`config.mk`:
```
export PLATFORM = sky130hd
export DESIGN_NAME = pcsbr_regs
export DESIGN_NICKNAME = d
export VERILOG_FILES = /design/src/hw/pcsbr_regs.v /design/src/hw/pcsbr_delay_timer.v
export VERILOG_INCLUDE_DIRS = /design/src /design/src/hw
export SDC_FILE = /design/constraint.sdc
export NUM_CORES = 1
export LEC_CHECK = 0
export BUFFER_PORTS_ARGS = -buffer_cell sky130_fd_sc_hd__buf_2
export CAP_MARGIN = 20
export CORE_MARGIN = 2
export CORE_UTILIZATION = 55
export CTS_CLUSTER_SIZE = 14
export DETAILED_ROUTE_END_ITERATION = 6
export PLACE_DENSITY = 0.78
export SYNTH_ARGS = -nofsm -noshare
export SYNTH_HDL_FRONTEND = slang
export SYNTH_SLANG_ARGS = --single-unit
```
`constraint.sdc`:
```
create_clock -name CLK_I -period 2.7 [get_ports CLK_I]
set_clock_uncertainty 0.05 [all_clocks]
set_input_delay 0.27 -clock CLK_I [delete_from_list [all_inputs] [get_ports CLK_I]]
set_output_delay 0.27 -clock CLK_I [all_outputs]
set_load 0.01 [all_outputs]
```
`src/hw/pcsbr_defines.vh`:
```
// pcsbr_defines.vh - register offsets, field positions, reset values and timing counts
// for the port clocking select and bus reset delay register slice.
// assumes inclusion by its bare name from the design files under hw/.
`ifndef PCSBR_DEFINES_VH
`define PCSBR_DEFINES_VH

// ====================================================================
// register byte offsets (apb, one aligned 32-bit word each)
`define PCSBR_ADDR_W            8
`define PCSBR_OFS_CLK_SELECT    8'h08
`define PCSBR_OFS_RST_DELAY     8'h8c
`define PCSBR_OFS_BOOT_STATUS   8'h04

// ====================================================================
// field layout
`define PCSBR_PORTS             16
`define PCSBR_MODE_W            2
`define PCSBR_MODE_GLOBAL       2'h0
`define PCSBR_MODE_LOCAL        2'h1
`define PCSBR_BOOT_W            3
`define PCSBR_BOOT_LSB          21
`define PCSBR_DELAY_W           16

// ====================================================================
// reset values
`define PCSBR_DELAY_RST         16'h0000
`define PCSBR_CLK_SELECT_RST    32'h0000_0000

// ====================================================================
// timing: one microsecond in core clocks at 20 mhz
`define PCSBR_CLK_MHZ           20
`define PCSBR_US_NS             1000
`define PCSBR_CLK_NS            50
`define PCSBR_CYC_PER_US        (`PCSBR_US_NS / `PCSBR_CLK_NS)
// last prescaler count of a microsecond (cycles per us minus one), sized for the 5-bit prescaler
`define PCSBR_PRE_LAST          5'h13

`endif

```
`src/hw/pcsbr_regs.v`:
```
// pcsbr_regs.v - apb register slice: per-port clocking select, boot clock-mode status,
// and secondary bus reset delay timer.
// assumes a 20 mhz core clock, fundamental reset on RST_B_I, boot pins static around reset.
// assumes the apb master holds each request until pready, as the protocol asks.
// a wait already running keeps the delay it started with; a new request takes the current one.
`timescale 1ns/1ps
`default_nettype none
`include "pcsbr_defines.vh"

// Behaviour
// RULE_01 - sixteen 2-bit port clock fields, port n bits 2n+1:2n
// RULE_02 - each field drives its port clocking output
// RULE_03 - 0 global, 1 local, 2/3 reserved
// RULE_04 - clock select writable at any time
// RULE_05 - clock fields initialised from boot pins
// RULE_06 - boot clock mode sampled, readable read-only
// RULE_07 - 16-bit microsecond delay before bus reset
// RULE_08 - delay resets to zero, zero means immediate
// RULE_09 - software should not lower the delay
// RULE_10 - delay upper half reads zero, ignores writes
// RULE_11 - values kept across non-fundamental resets
module pcsbr_regs (
  input  wire        CLK_I,
  input  wire        RST_B_I,
  input  wire        PSEL_I,
  input  wire        PENABLE_I,
  input  wire        PWRITE_I,
  input  wire [7:0]  PADDR_I,
  input  wire [31:0] PWDATA_I,
  input  wire [3:0]  PSTRB_I,
  output reg  [31:0] PRDATA_O,
  output reg         PREADY_O,
  output reg         PSLVERR_O,
  input  wire [2:0]  BOOT_CLK_MODE_I,
  input  wire        SBR_REQUEST_I,
  output reg  [15:0] PORT_LOCAL_CLK_O,
  output reg  [15:0] PORT_GLOBAL_CLK_O,
  output reg         SBR_START_O,
  output reg         SBR_PENDING_O
);

  // ====================================================================
  // declarations
  reg [2:0]   boot_meta_reg;
  reg [2:0]   boot_sync_reg;
  reg [1:0]   init_cnt_reg;
  reg [2:0]   boot_clk_select_reg;
  reg [31:0]  clk_select_reg;
  reg [15:0]  bus_reset_delay_us_reg;
  reg         req_meta_reg;
  reg         req_sync_reg;
  reg         req_old_reg;
  wire        timer_fire;
  wire        timer_busy;
  wire        wr_access;
  wire        rd_access;
  wire        sbr_start_pulse;
  wire [31:0] dly_wr_word;
  reg  [31:0] rd_data_next;
  reg         rd_err_next;
  integer     i;

  // expand a 3-bit boot clock mode into the 32-bit per-port initial value
  // any nonzero boot code means local clocking; only zero keeps ports global
  function [31:0] boot_to_ports;
    input [2:0] mode;
    integer     k;
    begin
      boot_to_ports = 32'h0000_0000;
      for (k = 0; k < `PCSBR_PORTS; k = k + 1) begin
        boot_to_ports[2*k +: 2] = (mode == 3'h0) ? `PCSBR_MODE_GLOBAL : `PCSBR_MODE_LOCAL;
      end
    end
  endfunction

  // apply byte strobes to a stored word
  // lanes whose strobe is low keep the stored byte
  function [31:0] strobe_merge;
    input [31:0] old_val;
    input [31:0] new_val;
    input [3:0]  strb;
    integer      b;
    begin
      strobe_merge = old_val;
      for (b = 0; b < 4; b = b + 1) begin
        if (strb[b]) begin
          strobe_merge[8*b +: 8] = new_val[8*b +: 8];
        end
      end
    end
  endfunction

  // ====================================================================
  // apb decode; a write commits only on the edge that samples pready high,
  // so a master that lingers in the access phase cannot write twice;
  // read data is fetched in setup so it stands through the access cycle
  assign wr_access = PSEL_I & PENABLE_I & PWRITE_I & PREADY_O;
  assign rd_access = PSEL_I & ~PENABLE_I & ~PWRITE_I;
  // only the low half of the delay word is storage, the upper lanes fall away
  assign dly_wr_word = strobe_merge({16'h0000, bus_reset_delay_us_reg}, PWDATA_I, PSTRB_I);

  // ====================================================================
  // boot pin synchroniser; pins come from outside so two flops first
  // the request is edge detected behind the second flop, so a held level starts one wait only
  always @(posedge CLK_I or negedge RST_B_I) begin
    if (!RST_B_I) begin
      boot_meta_reg <= 3'h0;
      boot_sync_reg <= 3'h0;
      req_meta_reg  <= 1'b0;
      req_sync_reg  <= 1'b0;
      req_old_reg   <= 1'b0;
    end else begin
      boot_meta_reg <= BOOT_CLK_MODE_I;
      boot_sync_reg <= boot_meta_reg;
      req_meta_reg  <= SBR_REQUEST_I;
      req_sync_reg  <= req_meta_reg;
      req_old_reg   <= req_sync_reg;
    end
  end

  assign sbr_start_pulse = req_sync_reg & ~req_old_reg;

  // ====================================================================
  // registers; RST_B_I is the fundamental reset, nothing else clears them
  // the boot value is captured by a clock edge after release, since an async
  // reset may only load constants; counter lets the synchroniser settle first
  always @(posedge CLK_I or negedge RST_B_I) begin
    if (!RST_B_I) begin // RULE_11
      init_cnt_reg           <= 2'h0;
      boot_clk_select_reg    <= 3'h0;
      clk_select_reg         <= `PCSBR_CLK_SELECT_RST;
      bus_reset_delay_us_reg <= `PCSBR_DELAY_RST; // RULE_08
    end else begin
      if (init_cnt_reg != 2'h3) begin
        init_cnt_reg <= init_cnt_reg + 2'h1;
        if (init_cnt_reg == 2'h2) begin
          boot_clk_select_reg <= boot_sync_reg; // RULE_06
          clk_select_reg      <= boot_to_ports(boot_sync_reg); // RULE_05
        end
      end
      if (wr_access && PADDR_I == `PCSBR_OFS_CLK_SELECT) begin
        clk_select_reg <= strobe_merge(clk_select_reg, PWDATA_I, PSTRB_I); // RULE_04
      end
      if (wr_access && PADDR_I == `PCSBR_OFS_RST_DELAY) begin
        bus_reset_delay_us_reg <= dly_wr_word[15:0]; // RULE_10
      end
    end
  end

  // ====================================================================
  // read mux; unmapped addresses answer zero with pslverr
  // reserved port codes read back as written; all 32 select bits are storage
  always @* begin
    rd_data_next = 32'h0000_0000;
    rd_err_next  = 1'b0;
    case (PADDR_I)
      `PCSBR_OFS_CLK_SELECT:  rd_data_next = clk_select_reg; // RULE_01
      `PCSBR_OFS_RST_DELAY:   rd_data_next = {16'h0000, bus_reset_delay_us_reg}; // RULE_10
      `PCSBR_OFS_BOOT_STATUS: rd_data_next[`PCSBR_BOOT_LSB +: 3] = boot_clk_select_reg; // RULE_06
      default:                rd_err_next  = 1'b1;
    endcase
  end

  // ====================================================================
  // pslverr follows the address only; a write to the status word is dropped quietly
  // apb answer: data registered in setup, pready high in the access phase,
  // so every transfer takes exactly two cycles
  always @(posedge CLK_I or negedge RST_B_I) begin
    if (!RST_B_I) begin
      PRDATA_O  <= 32'h0000_0000;
      PREADY_O  <= 1'b0;
      PSLVERR_O <= 1'b0;
    end else begin
      PREADY_O <= PSEL_I & ~PENABLE_I;
      if (PSEL_I && !PENABLE_I) begin
        PSLVERR_O <= rd_err_next;
        if (rd_access) begin
          PRDATA_O <= rd_data_next;
        end
      end else begin
        PSLVERR_O <= 1'b0;
      end
    end
  end

  // ====================================================================
  // port clock decode; reserved codes drive neither output
  // a stray reserved code parks the port rather than picking a wrong clock
  always @(posedge CLK_I or negedge RST_B_I) begin
    if (!RST_B_I) begin
      PORT_LOCAL_CLK_O  <= 16'h0000;
      PORT_GLOBAL_CLK_O <= 16'h0000;
    end else begin
      for (i = 0; i < `PCSBR_PORTS; i = i + 1) begin
        PORT_GLOBAL_CLK_O[i] <= (clk_select_reg[2*i +: 2] == `PCSBR_MODE_GLOBAL); // RULE_02 RULE_03
        PORT_LOCAL_CLK_O[i]  <= (clk_select_reg[2*i +: 2] == `PCSBR_MODE_LOCAL); // RULE_03
      end
    end
  end

  // ====================================================================
  // bus reset delay; software lowering the delay mid-wait is its own risk
  // the prescaler counts core clocks, so the microsecond holds only at 20 mhz
  pcsbr_delay_timer u_timer (
    .clk_i      (CLK_I),
    .rst_b_i    (RST_B_I),
    .start_i    (sbr_start_pulse),
    .delay_us_i (bus_reset_delay_us_reg),
    .fire_o     (timer_fire),
    .busy_o     (timer_busy)
  );

  // registered copies, so every output of the slice leaves a flop
  always @(posedge CLK_I or negedge RST_B_I) begin
    if (!RST_B_I) begin
      SBR_START_O   <= 1'b0;
      SBR_PENDING_O <= 1'b0;
    end else begin
      SBR_START_O   <= timer_fire; // RULE_07
      SBR_PENDING_O <= timer_busy;
    end
  end

endmodule // pcsbr_regs
`default_nettype wire

```
`src/hw/pcsbr_delay_timer.v`:
```
// pcsbr_delay_timer.v - microsecond delay between a bus reset request and its start.
// assumes a single core clock at 20 mhz and a delay value that is held stable by the caller.
`timescale 1ns/1ps
`default_nettype none
`include "pcsbr_defines.vh"

module pcsbr_delay_timer (
  input  wire                      clk_i,
  input  wire                      rst_b_i,
  input  wire                      start_i,
  input  wire [`PCSBR_DELAY_W-1:0] delay_us_i,
  output reg                       fire_o,
  output reg                       busy_o
);

  // ====================================================================
  // counters
  reg [4:0]                 pre_reg;
  reg [`PCSBR_DELAY_W-1:0]  us_reg;

  // a fresh request while busy restarts the wait: the latest request wins
  always @(posedge clk_i or negedge rst_b_i) begin
    if (!rst_b_i) begin
      pre_reg <= 5'h00;
      us_reg  <= 16'h0000;
      fire_o  <= 1'b0;
      busy_o  <= 1'b0;
    end else begin
      fire_o <= 1'b0;
      if (start_i) begin
        if (delay_us_i == 16'h0000) begin
          fire_o <= 1'b1; // RULE_08
          busy_o <= 1'b0;
        end else begin
          busy_o  <= 1'b1; // RULE_07
          us_reg  <= delay_us_i;
          pre_reg <= `PCSBR_PRE_LAST;
        end
      end else if (busy_o) begin
        if (pre_reg != 5'h00) begin
          pre_reg <= pre_reg - 5'h01;
        end else if (us_reg == 16'h0001) begin
          fire_o <= 1'b1; // RULE_07
          busy_o <= 1'b0;
        end else begin
          us_reg  <= us_reg - 16'h0001;
          pre_reg <= `PCSBR_PRE_LAST;
        end
      end
    end
  end

endmodule // pcsbr_delay_timer
`default_nettype wire

```
## Word-level counts from Yosys, hierarchy flattened

Index checks and enable logic that the tools add are counted.

| storage, ports and cells | value |
|---|---|
| input port bits | 53 |
| output and inout bits | 68 |
| word-level logic and storage cells | 136 |
| register bits after elaboration | 153 |

| cells by class | value |
|---|---|
| bitwise logic cells | 9 |
| muxes and demuxes | 33 |
| reduce and logical (&&, ||, !) cells | 37 |
| equality and inequality tests | 30 |
| add/sub/neg operators | 3 |

Operators with widths:

| operator | count |
|---|---|
| 2-to-1 mux 32 bit | 3 |
| 2-to-1 mux 16 bit | 5 |
| one-hot mux 21 bit (2 select lines) | 1 |
| 2-to-1 mux 8 bit | 5 |
| == test 2 x 1 -> 1 bit (second input constant) | 16 |
| zero test 2 bit | 16 |
| 2-to-1 mux 5 bit | 5 |
| == test 16 x 1 -> 1 bit (second input constant) | 1 |
| zero test 16 bit | 1 |
| inequality test 2 bit (second input constant) | 8 |
| subtractor 16 x 1 -> 16 bit (second input constant) | 1 |
| AND reduction 3 bit | 5 |
| 2-to-1 mux 1 bit | 13 |
| == test 8 x 3 -> 1 bit (second input constant) | 1 |
| == test 8 x 4 -> 1 bit (second input constant) | 1 |
| == test 8 bit (second input constant) | 1 |
| AND reduction 2 bit | 4 |
| bitwise AND 1 bit | 6 |
| one-hot mux 3 bit (2 select lines) | 1 |
| nonzero test 2 bit | 3 |
| nonzero test 5 bit | 1 |
| subtractor 5 x 1 -> 5 bit (second input constant) | 1 |
| AND reduction 4 bit | 1 |
| logical AND 1 bit | 3 |
| other kinds (7) | 9 |

## Longest topological paths before layout

Gate-level depths: netlist (run 1).

| depth | value |
|---|---|
| depth in word-level cells | 6 |
| depth in mapped cells | 9 |
| mapped depth without buffers | 8 |

## By module

From an unflattened synthesis (run 1), not the netlist that was laid out.

| second synthesis, totals | value |
|---|---|
| cells, all modules | 538 |
| area total of the unflattened synthesis | 6313.6 um^2 |

By module, submodules not included:

| module | area each (um^2) | cells an instance | times used | seq. area each (um^2) |
|---|---|---|---|---|
| pcsbr_regs | 4800.9 | 364 | 1 | 3253.1 |
| pcsbr_delay_timer | 1512.7 | 174 | 1 | 575.6 |

## Worst setup path before layout (run 1)

No wires, ideal clock.

| timing | value |
|---|---|
| path type | register to register |
| start point | register u_timer.pre_reg[0] |
| end point | register u_timer.us_reg[14] |
| arrival time | 1945 ps |
| required time | 2521 ps |
| library setup time | 129 ps |
| path slack | 577 ps |
| stages on the path, launching flop included | 10 |
| clock period less this slack | 2123 ps |
| path buffers | 1 |
| cells stage by stage | dfrtp_1 > inv_1 > ha_1 > nor4b_1 > nor2_1 > a21oi_2 > or2b_4 > buf_4 > o21ai_0 > o21ai_0 |

| on the way | value |
|---|---|
| longest elaborated chain between the ends | 3 |

RTL lines:

| item | line | source |
|---|---|---|
| start: declaration | pcsbr_delay_timer.v:18 | `reg [4:0] pre_reg;` |
| start signal: assignment | pcsbr_delay_timer.v:37 | `` pre_reg <= `PCSBR_PRE_LAST; `` |
| start signal: assignment | pcsbr_delay_timer.v:41 | `pre_reg <= pre_reg - 5'h01;` |
| start signal: assignment | pcsbr_delay_timer.v:47 | `` pre_reg <= `PCSBR_PRE_LAST; `` |
| nonzero test 5 bit | pcsbr_delay_timer.v:40 | `if (pre_reg != 5'h00) begin` |
| inequality test 2 bit (no line) | - |  |
| AND reduction 4 bit (no line) | - |  |
| end signal: assignment | pcsbr_delay_timer.v:36 | `us_reg <= delay_us_i;` |
| end signal: assignment | pcsbr_delay_timer.v:46 | `us_reg <= us_reg - 16'h0001;` |
| end: declaration | pcsbr_delay_timer.v:19 | `` reg [`PCSBR_DELAY_W-1:0] us_reg; `` |

No other way between the ends.
A chain may end at the register's enable or synchronous reset.

## Final worst setup path (run 1)

| timing | value |
|---|---|
| start point | register u_timer.pre_reg[0] |
| end point | register u_timer.us_reg[4] |

The elaborated chain is that of the path after synthesis.

==> metrics.txt, run 1 <==
status finished, final reports clean; Worst Hold Class in -> reg; largest net degree at the start of global routing 63; maximum fanout count along the critical path 17; I/O pin count 121; Synth Cell Area 6342 sq um; Worst VDD drop 0.0003960 V; Area Growth Syn to Fin 21.72%; std cell rows 39; layout cells sized above 1 28.87%; final setup violation count 0; Syn Inst Count 581; TritonCTS Buffers 17; hold path cells 3; Critical-path top delay cell nor4b_1; Clock Latency Late Sink 0.42 ns; crit path cell chain inv_1, ha_1, nor4b_1, nor2_1, a21oi_2, nor2b_1, buf_4, o21ai_0, a22oi_1; sequential area share after synthesis 60.37%; Worst-Margin Slew 1.019 ns; Reg power frac 47.2%; Fillers 821; vias in the first global route 4896; count of pins over their slew limit 0; Switching Fraction 27.70%; most common flop cell mapped by yosys dfrtp_1; CP peak stage delay 0.48 ns; clock share of power 41.3%; Vias per Instance 5.721; Setup CP Type reg -> reg; top-area cell type share of the netlist area 60.37%; Critical Path Start Type register; static leakage 0.003796 uW; final net count 769; DRC violations left 0; placed cell area 7082 sq um; H-tree levels 4; Initial Util 56.02%; Final Hold Fails 0; reg2reg path depth 9; IO buf count 120; HPWL after detailed placement 10490 um; total wire length 15510 um; largest cells by area after synthesis dfrtp_1 60%, nand2_1 5.6%, o21ai_0 3.7%, mux2_2 3.4%, nand3_1 2.9%; Place WS 0.3607 ns; Reg area 3829 sq um; Layout Cells excl Fill 868; Max Freq 415.2 MHz; Critical Path End Type register; RSZ-0062 raised after global routing false; pwr dens 732.2 nW/um^2; Inst Count DP 830; clk sinks 153; Slew headroom 31.82%; die area 12410 sq um; via count 4966; Syn Nets 639; Int Power 4087 uW; switching power 1566 uW; Comb pwr share 11.5%; Async S/R FF share, synth 100.0%; Data required, critical path 2.98 ns; Post-CTS Resized 0; CTS tree built; Routed Antenna Nets 0; most instantiated library cell after synthesis dfrtp_1; critical path arrival 2.69 ns; Die Y 111.4 um; First-pass DRT Iterations 5; count of max-cap constraint violations 0; clk slew on worst S/H paths 0.07 ns; EDFF count, synth 0; dominant cell type by area after synthesis dfrtp_1; total grt overflow 0; Avg Cell Area, Syn 10.92 sq um; initial drt markers 328; synth unique cells 56; post-layout min period 2.409 ns; initial antenna violation count 1; Routed WL per cell 17.86 um; Seq cells post-synth 153; Multi-input gate area 2335 sq um; gr usage total 25.79%; Ys Warns 0; period utilization 89.21%; final instance area 7720 sq um; final setup margin 0.2913 ns; Final GP Congestion 0.8802; Longest Clk Path Bufs 2; setup TNS 0 ns; core region area 11320 sq um; top post-synthesis cells by count 153 x dfrtp_1, 94 x nand2_1, 47 x o21ai_0, 37 x nand3_1, 35 x nor2_1; chip width 111.4 um; CTS root buffer clkbuf_16; first-pass GRT wire length 25030 um
-- stage by stage --
stage	power [uW]	utilization [%]	hold slack (ns)
6_report	5652	68.19	0.01429
5_1_grt	5865	68.17	0.01664
4_1_cts	5663	68.17	0.006923
3_5_place_dp	3326	62.56	0.1960
3_3_place_gp	3271	62.56	0.1846
2_1_floorplan	3061	-	-0.07559
-- layout make-up --
cell class	count	area share, %
Sequential cell	153	49.59
Timing Repair Buffer	137	9.838
Antenna cell	1	0.03241
Tap cell	143	2.318
Clock inverter	13	1.718
Multi-Input combinational cell	394	30.24
Clock buffer	19	5.867
Inverter	8	0.3890
-- what timing repair did --
action	CTS	global route
hold endpoints to repair	50	0
buffers inserted	0	0
hold buffers	5	0
-- kinds of logic (layout without fill, tap and decap cells) --
kind of cell,Yosys count,in the layout,synth area share [%]
other,0,1,0
adders and majority gates,5,5,0.9864
DFF,153,153,60.37
xor gates and xnor gates,1,1,0.1381
AOI/OAI and AO/OA,139,139,13.81
and+or+nand+nor,230,230,18.47
muxes,19,19,3.374
buffers and inverters,34,177,2.860
-- power by group through the flow --
stage | Combinational, uW | Sequential, uW | Clock (uW)
after floorplan | 404 | 2660 | 0
after global placement | 596 | 2680 | 0
after detailed placement | 633 | 2690 | 0
after CTS | 648 | 2660 | 2360
after global routing | 727 | 2680 | 2450
final | 650 | 2670 | 2340
-- critical path, delay by kind of cell, from the launching register on --
family / cells / cell delay (ns)
AOI/OAI and AO/OA: 3 / 0.53
DFF: 1 / 0.41
buffers and inverters: 2 / 0.33
adders and majority gates: 1 / 0.23
and+or+nand+nor: 3 / 0.78
-- worst paths after layout --
check | start | to | slack, ns
hold / removal | PWDATA_I[25] | clk_select_reg[25] | 0.01
setup / recovery | u_timer.pre_reg[0] | u_timer.us_reg[4] | 0.29
setup reg to reg | u_timer.pre_reg[0] | u_timer.us_reg[4] | 0.29
max in group asynchronous | RST_B_I | clk_select_reg[30] | 1.56
hold reg to reg | req_meta_reg | req_sync_reg | 0.30
min in group asynchronous | RST_B_I | u_timer.pre_reg[2] | 0.32
-- metal layers --
metal	global-route usage (%)	part of all wire [%]	up-vias	wire length, um
met5	0	0.045	-	7
met4	9.630	2.2	2	337
met2	41.54	49	195	7606
li1	-	-	2307	-
met1	34.49	42	2432	6555
met3	6.315	6.4	30	999
-- layout by cell type, fill, tap and decap left out, types with 4 or more instances in the layout --
cell and count:
inv_6 5, nor3_1 7, nor2b_1 19, inv_1 8, a21oi_2 4, ha_1 5, dlygate4sd3_1 5, buf_4 11
nor2_1 35, dfrtp_1 153, a22o_1 4, nand2_1 94, o21ai_0 47, nand3_1 37, o21ai_1 9, mux2_2 19
a21oi_1 33, nor4_1 4, a22oi_1 22, buf_2 119, clkbuf_16 17
No activity file was read; power rests on OpenSTA's default activity.
==> run 2: changes to the inputs <==
- SYNTH_HIERARCHICAL: unset -> 1
- clock period: 2.7 -> 3 ns (I/O delays scaled with it)
==> metrics.txt, run 2 <==
sequential area share after synthesis 60.64%; DRC violations left 0; post-layout min period 2.683 ns; most common flop cell mapped by yosys dfrtp_1; initial drt markers 379; CP bufs+invs 0; clock share of power 42.9%; most instantiated library cell after synthesis dfrtp_1; die area 12350 sq um; gr usage total 26.83%; clk sinks 153; switching power 1255 uW; vias in the first global route 4986; total wire length 16050 um; I/O pin count 121; Critical-path top delay cell or4_4; final net count 731; chip width 111.1 um; via count 5018; IO buf count 120; Worst Hold Class in -> reg; count of pins over their slew limit 0; CTS tree built; Critical Path Most Common Cell or4_4; top-area cell type share of the netlist area 60.64%; Final Hold Fails 0; Syn Inst Count 538; Setup CP Type reg -> reg; Area Growth Syn to Fin 22.91%; Synth Cell Area 6314 sq um; EDFF count, synth 0; Initial Util 55.77%; clk slew on worst S/H paths 0.06 ns; Ys Warns 6; First-pass DRT Iterations 4; setup TNS 0 ns; Fillers 854; commonest non-fill, non-tap cells in the layout 153 x dfrtp_1, 119 x buf_2, 74 x nor2_1; Largest delay share family, worst path simple AND/OR/NAND/NOR gates; Comb pwr share 11.0%; Final Util 68.55%; period utilization 89.43%; count of max-cap constraint violations 0; final setup margin 0.3170 ns; Routed WL per cell 19.40 um; initial antenna violation count 0; static leakage 0.003687 uW; core region area 11320 sq um; Diodes inserted 0; HPWL after detailed placement 11110 um; total grt overflow 0; maximum fanout count along the critical path 6; synth unique cells 62; pwr dens 648.1 nW/um^2; CP peak stage delay 0.57 ns; largest cells by area after synthesis dfrtp_1 61%, nor2_1 4.5%, mux2_2 3.4%, a221oi_1 2.9%, a221o_1 2.7%; Avg Cell Area, Syn 11.74 sq um; most common cell after layout, fill and taps aside dfrtp_1; Seq cells post-synth 153; top post-synthesis cells by count 153 x dfrtp_1, 75 x nor2_1, 39 x nand2_1, 21 x a221oi_1, 20 x nand3_1; R2R setup slack 0.32 ns; Worst-Margin Slew 1.007 ns; Clock Latency Late Sink 0.43 ns; largest net degree at the start of global routing 70; Syn Nets 597; critical path arrival 2.94 ns; Slew headroom 32.84%; Async S/R FF share, synth 100.0%; Post CTS Setup Buffer Count 0; Max Freq 372.7 MHz; Routed Antenna Nets 0; Reg power frac 46.1%; Longest Clk Path Bufs 2; crit path cell chain or4_4, or4_4, nor4_4, nor2_1, a221o_1; TritonCTS Buffers 17; dominant cell type by area after synthesis dfrtp_1; Final GP Congestion 0.9112; Int Power 3774 uW; Worst VDD drop 0.0004288 V; final setup violation count 0; CTS root buffer clkbuf_16; std cell rows 39; Die Y 111.1 um; status finished, final reports clean; Critical Path Start Type register; Hold WS 0.04560 ns; Vias per Instance 6.068; Place WS 0.3310 ns; Switching Fraction 24.96%; RSZ-0062 raised after global routing false; H-tree levels 4; layout cells sized above 1 30.41%; Data required, critical path 3.26 ns; first-pass GRT wire length 25750 um; Critical Path End Type register
[run 2: cell families (layout without fill, tap and decap cells)]
kind of cell | after synthesis | count (layout) | synth area share (%)
DFF | 153 | 153 | 60.64
muxes | 23 | 23 | 4.261
AOI/OAI and AO/OA | 105 | 105 | 13.44
adders and majority gates | 6 | 6 | 1.189
and+or+nand+nor | 214 | 214 | 17.88
xor gates and xnor gates | 1 | 1 | 0.1387
buffers and inverters | 36 | 182 | 2.457
[run 2: routing by layer]
| metal | share of wire [%] | track usage [%] |
|---|---|---|
| met1 | 42 | 35.13 |
| met5 | 0 | 0 |
| met2 | 49 | 43.44 |
| met3 | 5.9 | 5.522 |
| met4 | 2.6 | 12.51 |
[run 2: final cells by class]
| cell class | count | area (sq um) | share of cell area (%) |
|---|---|---|---|
| Clock buffer | 21 | 450.4 | 5.805 |
| Clock inverter | 10 | 142.6 | 1.838 |
| Inverter | 13 | 48.80 | 0.6288 |
| Multi-Input combinational cell | 349 | 2344 | 30.20 |
| Sequential cell | 153 | 3829 | 49.34 |
| Tap cell | 143 | 178.9 | 2.306 |
| Timing Repair Buffer | 138 | 767.0 | 9.884 |
[run 2: path summary, 6_finish.rpt]
kind,to,cells past startpoint,start
min in group asynchronous,PORT_LOCAL_CLK_O[2],2,RST_B_I
max,u_timer/us_reg[13],5,u_timer/us_reg[10]
min reg2reg,SBR_START_O,0,u_timer/fire_o
min,clk_select_reg[17],2,PWDATA_I[17]
max in group asynchronous,u_timer/us_reg[10],3,RST_B_I
max reg2reg,u_timer/us_reg[13],5,u_timer/us_reg[10]
[run 2: repair_timing]
item | CTS | global route
resized for setup | 0 | 0
endpoints found under the hold margin | 71 | 0
hold buffers | 5 | 0
[run 2: metrics by stage]
stage          cells  area, sq um  total power [uW]
5_1_grt          827         7760              5214
3_5_place_dp     791         7117              2897
4_1_cts          827         7760              5052
3_3_place_gp     791         7117              2876
6_report         827         7760              5029
2_1_floorplan    538         6314              2632
[run 2: power by group through the flow]
stage               combinational [uW]  clock (uW)  sequential, uW
floorplan                          277           0            2360
global placement                   533           0            2340
detailed placement                 545           0            2350
CTS                                553        2180            2320
global route                       608        2270            2340
finish                             552        2160            2320
==> run 3: changes to the inputs <==
- clock period: 3 -> 2.5 ns (I/O delays scaled with it)
==> metrics.txt, run 3 (synthesis results as in run 2) <==
chip width 111.1 um; status finished, final reports clean; std cell rows 39; CTS tree built; placed cell area 7229 sq um; first-pass GRT wire length 25890 um; H-tree levels 4; DRC violations left 0; total grt overflow 0; most common cell after layout, fill and taps aside dfrtp_1; Worst VDD drop 0.0006096 V; Worst Hold Class in -> reg; Setup CP Type reg -> reg; core region area 11320 sq um; count of max-cap constraint violations 0; total wire length 15800 um; critical path arrival 2.73 ns; die area 12350 sq um; clk slew on worst S/H paths 0.06 ns; I/O pin count 121; Data required, critical path 2.76 ns; initial antenna violation count 0; Final GP Congestion 0.8750; period utilization 98.71%; Critical Path End Type register; Worst-Margin Slew 0.9311 ns; via count 5098; vias in the first global route 4958; Inst Count DP 806; HPWL after detailed placement 11000 um; Area Growth Syn to Fin 26.06%; Longest Clk Path Bufs 2; Slew headroom 37.93%; final setup margin 0.03214 ns; Layout Cells excl Fill 851; pwr dens 746.7 nW/um^2; commonest non-fill, non-tap cells in the layout 153 x dfrtp_1, 119 x buf_2, 73 x nor2_1; final net count 754; Final Hold Fails 0; Vias per Instance 5.991; maximum fanout count along the critical path 7; gr usage total 26.78%; Diodes inserted 0; Clock Latency Late Sink 0.42 ns; Place WS -0.01027 ns; largest net degree at the start of global routing 62; Routed WL per cell 18.57 um; RSZ-0062 raised after global routing true; TritonCTS Buffers 17; reg2reg path depth 5; static leakage 0.003781 uW; Critical Path Start Type register; final setup violation count 0; Routed Antenna Nets 0; Max Freq 405.2 MHz; Die Y 111.1 um; IO buf count 120; layout cells sized above 1 32.06%; clk sinks 153; hold path cells 2; final instance area 7959 sq um; CTS root buffer clkbuf_16; count of pins over their slew limit 0; First-pass DRT Iterations 5; Initial Util 55.77%; post-layout min period 2.468 ns; initial drt markers 494
## run 3: path summary, 6_finish.rpt
check                                   start                    to  slack [ns]
min                              PWDATA_I[20]    clk_select_reg[20]        0.01
max reg2reg                u_timer/us_reg[10]    u_timer/us_reg[11]        0.03
max in group asynchronous             RST_B_I    clk_select_reg[31]        1.42
min reg2reg                  boot_meta_reg[1]      boot_sync_reg[1]        0.30
max                        u_timer/us_reg[10]    u_timer/us_reg[11]        0.03
min in group asynchronous             RST_B_I  PORT_GLOBAL_CLK_O[1]        0.24
## run 3: power breakdown
part	switching, uW	total (uW)	leakage [uW]	internal (uW)
Combinational	376	684	0.00165	308
Sequential	132	2780	0.00186	2650
Clock	984	2480	0.000271	1500
## run 3: routing by layer
metal / share of wire, % / vias to the layer above / global-route usage, %
li1: - / 2297 / -
met1: 43 / 2532 / 37.60
met2: 48 / 228 / 41.23
met3: 6.6 / 41 / 5.030
met4: 2.9 / 0 / 11.85
met5: 0 / - / 0
## run 3: metrics by stage
stage / util [%] / hold slack [ns] / total power (uW) / TNS [ns]
2_1_floorplan: - / -0.09559 / 3159 / 0
3_3_place_gp: 63.86 / 0.1176 / 3452 / 0
3_5_place_dp: 63.86 / 0.1250 / 3479 / -0.01027
4_1_cts: 70.03 / 0.002357 / 5971 / 0
5_1_grt: 70.30 / 0.01999 / 6182 / -0.06530
6_report: 70.30 / 0.01445 / 5943 / 0
## run 3: critical path, cell delays in order (launching register included)
cell and delay, ns:
dfrtp_1 0.38, or4_4 0.54, or4_4 0.46, or4_4 0.63, a32oi_2 0.22, nand2b_1 0.08
## run 3: repair_timing
| item | 4_1_cts | 5_1_grt |
|---|---|---|
| endpoints found under the setup margin | 1 | 8 |
| resized for setup | 1 | 5 |
| hold buffers | 12 | 0 |
| hold endpoints to repair | 46 | 0 |
| buffers inserted | 0 | 1 |
| pin swaps | 0 | 3 |
## run 3: cell type report
class	count	area (sq um)
fillers	793	3362
clock inverters	10	118.9
clock buffers	22	454.2
well taps	143	178.9
repair buffers	161	960.9
flip-flops and latches	153	3829
inverters	13	48.80
multi-input cells	349	2369
